### config.mk
export PLATFORM = sky130hd
export DESIGN_NAME = tsba_arbiter
export DESIGN_NICKNAME = d
export VERILOG_FILES = /design/src/hdl/tsba_pkg.sv /design/src/hdl/tsba_sync.sv /design/src/hdl/tsba_queue.sv /design/src/hdl/tsba_arbiter.sv
export SDC_FILE = /design/constraint.sdc
export NUM_CORES = 1
export LEC_CHECK = 0
export BUFFER_PORTS_ARGS = -buffer_cell sky130_fd_sc_hd__buf_4
export CORE_MARGIN = 2
export CORE_UTILIZATION = 52
export CTS_CLUSTER_DIAMETER = 40
export DETAILED_ROUTE_END_ITERATION = 7
export HOLD_SLACK_MARGIN = 0.02
export PLACE_DENSITY = 0.9
export SLEW_MARGIN = 20
export SYNTH_ARGS = -nofsm -noshare
export SYNTH_HDL_FRONTEND = slang
export SYNTH_SLANG_ARGS = --single-unit
### constraint.sdc
create_clock -name clock -period 3.4 [get_ports clock]
set_input_delay 1.02 -clock clock [delete_from_list [all_inputs] [get_ports clock]]
set_output_delay 1.02 -clock clock [all_outputs]
set_load 0.02 [all_outputs]
### src/hdl/tsba_pkg.sv
// Shared constants and types for the time-slice bus arbiter.
// Assumes a single 250 MHz bus clock shared by every agent.
package tsba_pkg;

  // ----------------------------------------------------------------
  // Register map (APB byte addresses)
  // ----------------------------------------------------------------
  localparam logic [7:0] ADDR_PRIO_SLOT = 8'h00;
  localparam logic [7:0] ADDR_CONTROL = 8'h04;
  localparam logic [7:0] ADDR_STATUS = 8'h08;

  // ----------------------------------------------------------------
  // Priority slot fields and reset values
  // ----------------------------------------------------------------
  localparam int COUNT_LSB = 0;
  localparam int COUNT_W = 4;
  localparam int DRIVE_LSB = 4;
  localparam int DRIVE_W = 2;
  localparam logic [7:0] PRIO_SLOT_RESET = 8'h00;
  localparam logic [7:0] PRIO_SLOT_MASK = 8'h3f;
  localparam int CTRL_REQ_BIT = 0;

  // ----------------------------------------------------------------
  // Arbitration lines, queue and pipeline sizes
  // ----------------------------------------------------------------
  localparam int ARB_LINES = 4;
  localparam int CONT_LINE = 3;
  localparam int QUEUE_DEPTH = 4;
  localparam int PIPE_SLOTS = 3;
  localparam logic [2:0] QUEUE_FULL_CNT = 3'h4;
  localparam logic [1:0] PIPE_FULL_CNT = 2'h3;
  localparam logic [3:0] LAST_STEP = 4'hf;

  // Settle spans the registered line drive and the synchroniser delay
  localparam int CLK_PERIOD_PS = 4000;
  localparam int STEP_SETTLE_PS = 24000;
  localparam logic [2:0] STEP_SETTLE_CYC =
    3'((STEP_SETTLE_PS + CLK_PERIOD_PS - 1) / CLK_PERIOD_PS);

  // ----------------------------------------------------------------
  // Types
  // ----------------------------------------------------------------
  typedef enum logic [1:0] {
    TSBA_IDLE,
    TSBA_STEP,
    TSBA_END
  } tsba_state_t;

  typedef struct packed {
    logic [2:0] queue_count;
    logic [1:0] pipe_count;
    logic head_own;
    logic head_valid;
  } tsba_qstat_t;

endpackage

### src/hdl/tsba_sync.sv
// Three-stage synchroniser for the shared arbitration lines.
// Assumes asynchronous pin levels; output changes once stages 2 and 3 agree.
`timescale 1ns/1ps
module tsba_sync #(
  parameter int WIDTH = 4
) (
  clock,
  reset,
  din,
  dout
);
  input wire logic clock;
  input wire logic reset;
  input wire logic [WIDTH-1:0] din;
  output logic [WIDTH-1:0] dout;

  // ----------------------------------------------------------------
  // Per-line capture chain
  // ----------------------------------------------------------------
  for (genvar i = 0; i < WIDTH; i++) begin : g_bit
    logic s1_reg;
    logic s2_reg;
    logic s3_reg;
    logic out_reg;
    wire agree = (s2_reg == s3_reg);
    always_ff @(posedge clock or posedge reset) begin
      if (reset) begin
        s1_reg <= 1'b0;
        s2_reg <= 1'b0;
        s3_reg <= 1'b0;
        out_reg <= 1'b0;
      end else begin
        s1_reg <= din[i];
        s2_reg <= s1_reg;
        s3_reg <= s2_reg;
        if (agree) begin
          out_reg <= s3_reg;
        end
      end
    end
    assign dout[i] = out_reg;
  end
endmodule

### src/hdl/tsba_queue.sv
// Local image of the shared four-entry grant queue and the request pipeline.
// Assumes every agent sees the same push events on the arbitration lines.
`timescale 1ns/1ps
module tsba_queue (
  clock,
  reset,
  push,
  push_own,
  retire,
  pop,
  stat
);
  input wire logic clock;
  input wire logic reset;
  input wire logic push;
  input wire logic push_own;
  input wire logic retire;
  output logic pop;
  output tsba_pkg::tsba_qstat_t stat;

  logic [tsba_pkg::QUEUE_DEPTH-1:0] own_reg;
  logic [2:0] count_reg;
  logic [1:0] pipe_reg;

  wire queue_full = (count_reg == tsba_pkg::QUEUE_FULL_CNT);
  wire pipe_full = (pipe_reg == tsba_pkg::PIPE_FULL_CNT);
  // Oldest entry moves on only when a pipeline slot is free
  assign pop = (count_reg != 3'h0) && (!pipe_full || retire);
  wire push_ok = push && (!queue_full || pop);
  wire [2:0] base = pop ? count_reg - 3'h1 : count_reg;

  // ----------------------------------------------------------------
  // Entry shift register, head at index 0
  // ----------------------------------------------------------------
  for (genvar i = 0; i < tsba_pkg::QUEUE_DEPTH; i++) begin : g_entry
    wire shifted = (pop && i < tsba_pkg::QUEUE_DEPTH - 1) ?
      own_reg[(i + 1) % tsba_pkg::QUEUE_DEPTH] : (pop ? 1'b0 : own_reg[i]);
    wire load = push_ok && (base == 3'(i));
    always_ff @(posedge clock or posedge reset) begin
      if (reset) begin
        own_reg[i] <= 1'b0;
      end else begin
        own_reg[i] <= load ? push_own : shifted;
      end
    end
  end

  always_ff @(posedge clock or posedge reset) begin
    if (reset) begin
      count_reg <= 3'h0;
      pipe_reg <= 2'h0;
    end else begin
      count_reg <= base + {2'h0, push_ok};
      pipe_reg <= pipe_reg + {1'b0, pop} - {1'b0, retire && pipe_reg != 2'h0};
    end
  end

  assign stat.queue_count = count_reg;
  assign stat.pipe_count = pipe_reg;
  assign stat.head_own = own_reg[0];
  assign stat.head_valid = (count_reg != 3'h0);
endmodule

### src/hdl/tsba_arbiter.sv
// Time-slice bus arbiter of one bus agent, with its APB register slave.
// Assumes open-drain active-low arbitration lines resolved outside, and a
// same-clock retire pulse from the bus sequencer when a reply completes.
//
// Overview of operation
// - The own request enters the grant queue at the place set by step then line.
// - Requests leave the grant queue for the pipeline strictly in arrival order.
// - A period ends once every taking part agent is in the grant queue.
// - A new period starts the cycle after all four lines are seen released.
// - An agent with count k arbitrates in step k, count zero in step 0.
// - Drive 0, 1, 2 picks line 0, 1, 2, and lower lines enter first.
// - The chosen low line is held until the request is in the grant queue.
// - A later-step agent holds the continuation line until its own step.
// - A step ends only when all its agents are queued, stretched when full.
// - The pipeline holds at most three requests; entry needs a free slot.
// - The slot register is a two-bit drive field over a four-bit count.
// - The queue holds four; when full, arbitration freezes with lines held.
// - Only an agent ready in a period's first cycle takes part in it.
// - A period has at most sixteen steps, counts 0000 through 1111.
`timescale 1ns/1ps
module tsba_arbiter (
  clock,
  reset,
  psel,
  penable,
  pwrite,
  paddr,
  pwdata,
  prdata,
  pready,
  pslverr,
  arb_line_in,
  arb_line_out,
  arb_line_oe,
  pipe_retire,
  request_issue
);
  input wire logic clock;
  input wire logic reset;
  input wire logic psel;
  input wire logic penable;
  input wire logic pwrite;
  input wire logic [7:0] paddr;
  input wire logic [31:0] pwdata;
  output logic [31:0] prdata;
  output logic pready;
  output logic pslverr;
  input wire logic [3:0] arb_line_in;
  output logic [3:0] arb_line_out;
  output logic [3:0] arb_line_oe;
  input wire logic pipe_retire;
  output logic request_issue;

  // ----------------------------------------------------------------
  // State
  // ----------------------------------------------------------------
  tsba_pkg::tsba_state_t state_reg;
  tsba_pkg::tsba_state_t state_next;
  logic [7:0] prio_slot_reg;
  logic pending_reg;
  logic joined_reg;
  logic queued_reg;
  logic [3:0] step_reg;
  logic [2:0] age_reg;
  logic [2:0] mask_reg;
  logic [3:0] oe_reg;
  logic [31:0] prdata_reg;
  logic pready_reg;
  logic pslverr_reg;
  logic issue_reg;
  logic [3:0] line_out_reg;
  logic [3:0] line_seen;
  logic queue_pop;
  tsba_pkg::tsba_qstat_t qstat;

  // ----------------------------------------------------------------
  // Line sampling and shared queue image
  // ----------------------------------------------------------------
  tsba_sync #(
    .WIDTH(tsba_pkg::ARB_LINES)
  ) u_sync (
    .clock(clock),
    .reset(reset),
    .din(~arb_line_in),
    .dout(line_seen)
  );

  // Slot fields; reserved top bits are held at zero
  wire [3:0] my_count = prio_slot_reg[tsba_pkg::COUNT_LSB +: tsba_pkg::COUNT_W];
  wire [1:0] my_drive = prio_slot_reg[tsba_pkg::DRIVE_LSB +: tsba_pkg::DRIVE_W];
  // Drive 3 is not a line; it falls back to the lowest priority line
  wire [1:0] my_line = (my_drive == 2'h3) ? 2'h2 : my_drive;

  wire queue_full = (qstat.queue_count == tsba_pkg::QUEUE_FULL_CNT);
  wire in_step = (state_reg == tsba_pkg::TSBA_STEP);
  // A step is judged only after every line change has crossed the sync
  wire settled = (age_reg >= tsba_pkg::STEP_SETTLE_CYC);
  wire [2:0] live_low = line_seen[2:0] & ~mask_reg;

  // Highest priority live line wins this cycle's queue entry
  wire [1:0] win_line = live_low[0] ? 2'h0 : (live_low[1] ? 2'h1 : 2'h2);
  wire win_any = |live_low;
  // Frozen while full; a same-cycle pop frees room
  wire room = !queue_full || queue_pop;
  wire push = in_step && settled && win_any && room;
  wire my_turn = joined_reg && !queued_reg && (step_reg == my_count);
  wire my_driving = oe_reg[my_line];
  wire push_own = push && my_turn && my_driving && (win_line == my_line);

  // Step ends only when every low line has dropped
  wire low_clear = (line_seen[2:0] == 3'h0);
  wire all_clear = (line_seen == 4'h0);
  wire step_done = in_step && settled && low_clear && !win_any;
  wire step_last = (step_reg == tsba_pkg::LAST_STEP);
  wire period_done = step_done && (!line_seen[tsba_pkg::CONT_LINE] ||
    step_last);

  tsba_queue u_queue (
    .clock(clock),
    .reset(reset),
    .push(push),
    .push_own(push_own),
    .retire(pipe_retire),
    .pop(queue_pop),
    .stat(qstat)
  );

  // ----------------------------------------------------------------
  // Period sequencing
  // ----------------------------------------------------------------
  always_comb begin
    state_next = state_reg;
    case (state_reg)
      tsba_pkg::TSBA_IDLE: begin
        if (all_clear) begin
          state_next = tsba_pkg::TSBA_STEP;
        end
      end
      tsba_pkg::TSBA_STEP: begin
        if (period_done) begin
          state_next = tsba_pkg::TSBA_END;
        end
      end
      tsba_pkg::TSBA_END: begin
        if (all_clear) begin
          state_next = tsba_pkg::TSBA_STEP;
        end
      end
      default: begin
        state_next = tsba_pkg::TSBA_IDLE;
      end
    endcase
  end

  wire period_start = (state_next == tsba_pkg::TSBA_STEP) && !in_step;
  wire step_next_go = step_done && !period_done;

  always_ff @(posedge clock or posedge reset) begin
    if (reset) begin
      state_reg <= tsba_pkg::TSBA_IDLE;
    end else begin
      state_reg <= state_next;
    end
  end

  always_ff @(posedge clock or posedge reset) begin
    if (reset) begin
      step_reg <= 4'h0;
      age_reg <= 3'h0;
    end else if (period_start || step_next_go) begin
      step_reg <= period_start ? 4'h0 : step_reg + 4'h1;
      age_reg <= 3'h0;
    end else if (!settled) begin
      age_reg <= age_reg + 3'h1;
    end
  end

  // A line that has entered stays masked until it is seen released
  always_ff @(posedge clock or posedge reset) begin
    if (reset) begin
      mask_reg <= 3'h0;
    end else begin
      mask_reg <= (mask_reg & line_seen[2:0]) |
        (push ? (3'h1 << win_line) : 3'h0);
    end
  end

  // ----------------------------------------------------------------
  // Own participation and line drive
  // ----------------------------------------------------------------
  wire req_write = psel && penable && pwrite && !pready_reg &&
    (paddr == tsba_pkg::ADDR_CONTROL) && pwdata[tsba_pkg::CTRL_REQ_BIT];

  always_ff @(posedge clock or posedge reset) begin
    if (reset) begin
      pending_reg <= 1'b0;
      joined_reg <= 1'b0;
      queued_reg <= 1'b0;
    end else begin
      // Only requests ready at the period's first cycle join it
      if (period_start) begin
        joined_reg <= pending_reg;
        queued_reg <= 1'b0;
        pending_reg <= req_write;
      end else begin
        pending_reg <= pending_reg || req_write;
        if (push_own) begin
          queued_reg <= 1'b1;
        end
        if (period_done) begin
          joined_reg <= 1'b0;
        end
      end
    end
  end

  // Continuation line before the own step, own low line during it
  wire want_cont = joined_reg && !queued_reg && in_step &&
    (step_reg < my_count);
  wire want_low = my_turn && in_step && !push_own;
  wire [3:0] oe_next = (want_cont ? 4'h8 : 4'h0) |
    (want_low ? (4'h1 << my_line) : 4'h0);

  always_ff @(posedge clock or posedge reset) begin
    if (reset) begin
      oe_reg <= 4'h0;
    end else begin
      oe_reg <= oe_next;
    end
  end

  // Own request leaves the queue head for the pipeline
  always_ff @(posedge clock or posedge reset) begin
    if (reset) begin
      issue_reg <= 1'b0;
    end else begin
      issue_reg <= queue_pop && qstat.head_own;
    end
  end

  // Open-drain data level is fixed low; only the enables switch
  always_ff @(posedge clock or posedge reset) begin
    if (reset) begin
      line_out_reg <= 4'h0;
    end else begin
      line_out_reg <= 4'h0;
    end
  end

  // ----------------------------------------------------------------
  // APB slave: one wait state, error on unmapped address
  // ----------------------------------------------------------------
  wire access = psel && penable && !pready_reg;
  wire hit_slot = (paddr == tsba_pkg::ADDR_PRIO_SLOT);
  wire hit_ctrl = (paddr == tsba_pkg::ADDR_CONTROL);
  wire hit_stat = (paddr == tsba_pkg::ADDR_STATUS);
  wire mapped = hit_slot || hit_ctrl || hit_stat;
  // Status word: line drive, participation, step and occupancy
  wire [31:0] status_word = {
    9'h000,
    qstat.queue_count,
    2'h0,
    qstat.pipe_count,
    step_reg,
    4'h0,
    queued_reg,
    joined_reg,
    pending_reg,
    in_step,
    oe_reg
  };
  wire [31:0] read_word =
    hit_slot ? {24'h000000, prio_slot_reg} :
    (hit_ctrl ? {31'h00000000, pending_reg} :
    (hit_stat ? status_word :
    32'h00000000));

  always_ff @(posedge clock or posedge reset) begin
    if (reset) begin
      pready_reg <= 1'b0;
      pslverr_reg <= 1'b0;
      prdata_reg <= 32'h00000000;
      prio_slot_reg <= tsba_pkg::PRIO_SLOT_RESET;
    end else begin
      pready_reg <= access;
      pslverr_reg <= access && !mapped;
      if (access && !pwrite) begin
        prdata_reg <= read_word;
      end
      if (access && pwrite && hit_slot) begin
        prio_slot_reg <= pwdata[7:0] & tsba_pkg::PRIO_SLOT_MASK;
      end
    end
  end

  assign prdata = prdata_reg;
  assign pready = pready_reg;
  assign pslverr = pslverr_reg;
  assign arb_line_oe = oe_reg;
  assign arb_line_out = line_out_reg;
  assign request_issue = issue_reg;
endmodule

==> results.yml <==
outcome:
  status: "completed"
sta:
  setup_violations: 0
  fmax_ghz: 0.431
  period_minus_slack_ns: 2.32
  relSlewSlack: 0.429
  clock-skew-final_ns: 0.00609
  min_period_over_period: 0.682
  setup_tns_ns: 0
  slew_violations: 0
  tightestPinTransition_ns: 0.857
  rsz0062_at_grt: "false"
  finalHoldViolCount: 0
layout:
  final_common_cell: "dfrtp_1"
  layout.area.seq_um2: 1750
  final_cell_mix: "dfrtp_1 (70), buf_4 (48), nor2_1 (20), inv_1 (20), conb_1 (19)"
  nNetsFinal: 394
  fin_area_um2: 3810
  fillers: 445
  drive_gt1_frac: 0.232
  area_growth_syn_to_layout_pct: 16.1
  insertedDiodeCount: 0
  largest_reg_flops: 17
  post-route-util: 0.635
  final_cells: 411
  multiInputGateArea_um2: 1330
floorplanning:
  core_area_um2: 5990
  fp.dieH_um: 83.4
  die_w_um: 83.4
  rows: 28
  initial_core_util: 0.547
  design.die.area_um2: 6960
  io_pins: 93
worst_setup_path:
  crit_path_start_kind: "input port"
  crit_arrival_ns: 2.60
  crit_required_ns: 3.68
  critPathCaptureType: "register"
  worstPathMaxFanout: 19
  critPathKind: "in2reg"
clock_network:
  cts_resized: 0
  clk_latency_ns: 0.34
  htreeDepth: 3
  postCtsSetupRepairBufs: 0
  cts_root_buffer: "clkbuf_8"
  cts_tree: "done"
  cts-buffers-inserted: 9
  clkSinkCount: 70
  clk_path_buf_depth: 2
  hold_buffers: 0
  path_clk_slew_ns: 0.07
synth:
  synth_area_leaders: "dfrtp_1 (53%), ha_1 (4.6%), buf_4 (4.4%), mux2i_1 (4.0%), a22o_1 (3.5%)"
  synth_top_cell_by_area: "dfrtp_1"
  syn_area_um2: 3280
  synthFlopType: "dfrtp_1"
  yosys.area.top_type_share: 0.534
  synth-xor-area-share: 0.0210
  synth.area.mux_share: 0.0603
  ys_seq_area_frac: 0.534
  synth_compound_area_frac: 0.0954
  avgSynthCellArea_um2: 11.7
  synth_top_family_by_area: "simple AND/OR/NAND/NOR gates"
  async_flop_share: 1.00
  syn_inst: 280
  synthSimpleGateAreaFrac: 0.148
  yosysWarnings: 0
  ys_types: 53
  synth-adder-area-share: 0.0580
  ys_seq_elements: 70
  synth_edf_count: 0
routing:
  drt_iter0_drc: 93
  vias: 2161
  postRouteAntennaNets: 0
  drc: 0
  firstDrtPassIters: 4
  vias_per_cell: 5.26
  routed_wl_um: 6110
  routedWlPerCell_um: 14.9
grt:
  grt_usage: 0.188
  antenna_found_initial: 0
  grt_pass1_vias: 2182
  grt_pass1_wl_um: 10400
  grt_max_degree: 71
  overflow: 0
power:
  p_sw_uw: 728
  cellPowerDensity_nw_per_um2: 599
  p_comb_frac: 0.262
  intPower_uw: 1550
  p_clk_frac: 0.285
  swShare: 0.320
  power_frac_seq: 0.453
  p_leak_uw: 0.00190
  power_uw: 2280
  ir_drop_v: 0.000432
place:
  place_hpwl_um: 4500
  placedCellCount: 396
  place_congestion: 0.802
  io_buffers: 47
  place_area_um2: 3620
min_path:
  hold_path.class: "reg2reg"
flow_run:
  drv_cap: 0
-- layout make-up --
cell class	instances	area share
clock buffer	11	0.0371
clock inverter	4	0.0125
inverter	23	0.0227
multi-input combinational	180	0.348
sequential	70	0.460
tap	75	0.0247
timing repair buffer	48	0.0947
-- stage by stage --
step                setup WS, ns  hold slack (ns)
CTS                         1.09            0.366
detailed placement         0.722            0.350
finish                      1.08            0.360
global route               0.996            0.366
global placement           0.756            0.331
floorplan                  0.612            0.331
-- worst paths after layout --
path,slack (ns),startpoint,cells past startpoint,to
setup / recovery,1.08,penable,6,prdata[13]
hold / removal,0.36,u_sync.g_bit[3].s1_reg,0,u_sync.g_bit[3].s2_reg
setup reg to reg,1.37,u_queue.count_reg[0],8,u_queue.count_reg[2]
hold reg to reg,0.36,u_sync.g_bit[3].s1_reg,0,u_sync.g_bit[3].s2_reg
max in group asynchronous,1.91,reset,3,pslverr
min in group asynchronous,0.94,reset,3,u_queue.own_reg[3]
-- cells in the mapped netlist (all sizes together) (2+ instances only) --
master,n
dfrtp,70
buf,23
inv,23
nor2,21
nand2,16
a22o,13
mux2i,13
ha,12
a21oi,8
o21ai,8
xnor2,7
mux2,6
nor2b,5
maj3,4
nand2b,4
nand3,4
nand3b,4
nor3,4
nor4,4
o21a,4
or3,3
a311oi,2
and4b,2
clkbuf,2
nor4b,2
o31ai,2
or2,2
-- metal layers --
| metal | up-vias | wire length [µm] | global-route usage |
|---|---|---|---|
| li1 | 1031 | - | - |
| met3 | 16 | 362 | 0.0487 |
| met1 | 1036 | 2490 | 0.227 |
| met2 | 78 | 3100 | 0.311 |
| met5 | - | 0 | 0 |
| met4 | 0 | 164 | 0.0954 |
-- power groups by stage --
stage | combinational, µW | sequential (µW) | clock, µW
CTS | 606 | 1030 | 667
finish | 596 | 1030 | 650
detailed placement | 598 | 1050 | 0
floorplan | 499 | 1020 | 0
global placement | 559 | 1040 | 0
global route | 674 | 1050 | 703
-- logic make-up (layout without fill, tap and decap cells) --
family / after synthesis / count (layout)
AOI/OAI and AO/OA: 42 / 42
xor gates and xnor gates: 7 / 7
adders and majority gates: 16 / 16
buffers and inverters: 48 / 86
DFF: 70 / 70
muxes: 19 / 19
other: 1 / 19
and+or+nand+nor: 77 / 77
-- critical path, stage by stage --
cell and delay [ns]:
buf_4 0.09, nand3b_4 0.07, or2_1 0.45, or3_4 0.51
nor2_4 0.26, a22o_1 0.18
Power figures use the tool's default switching activity.
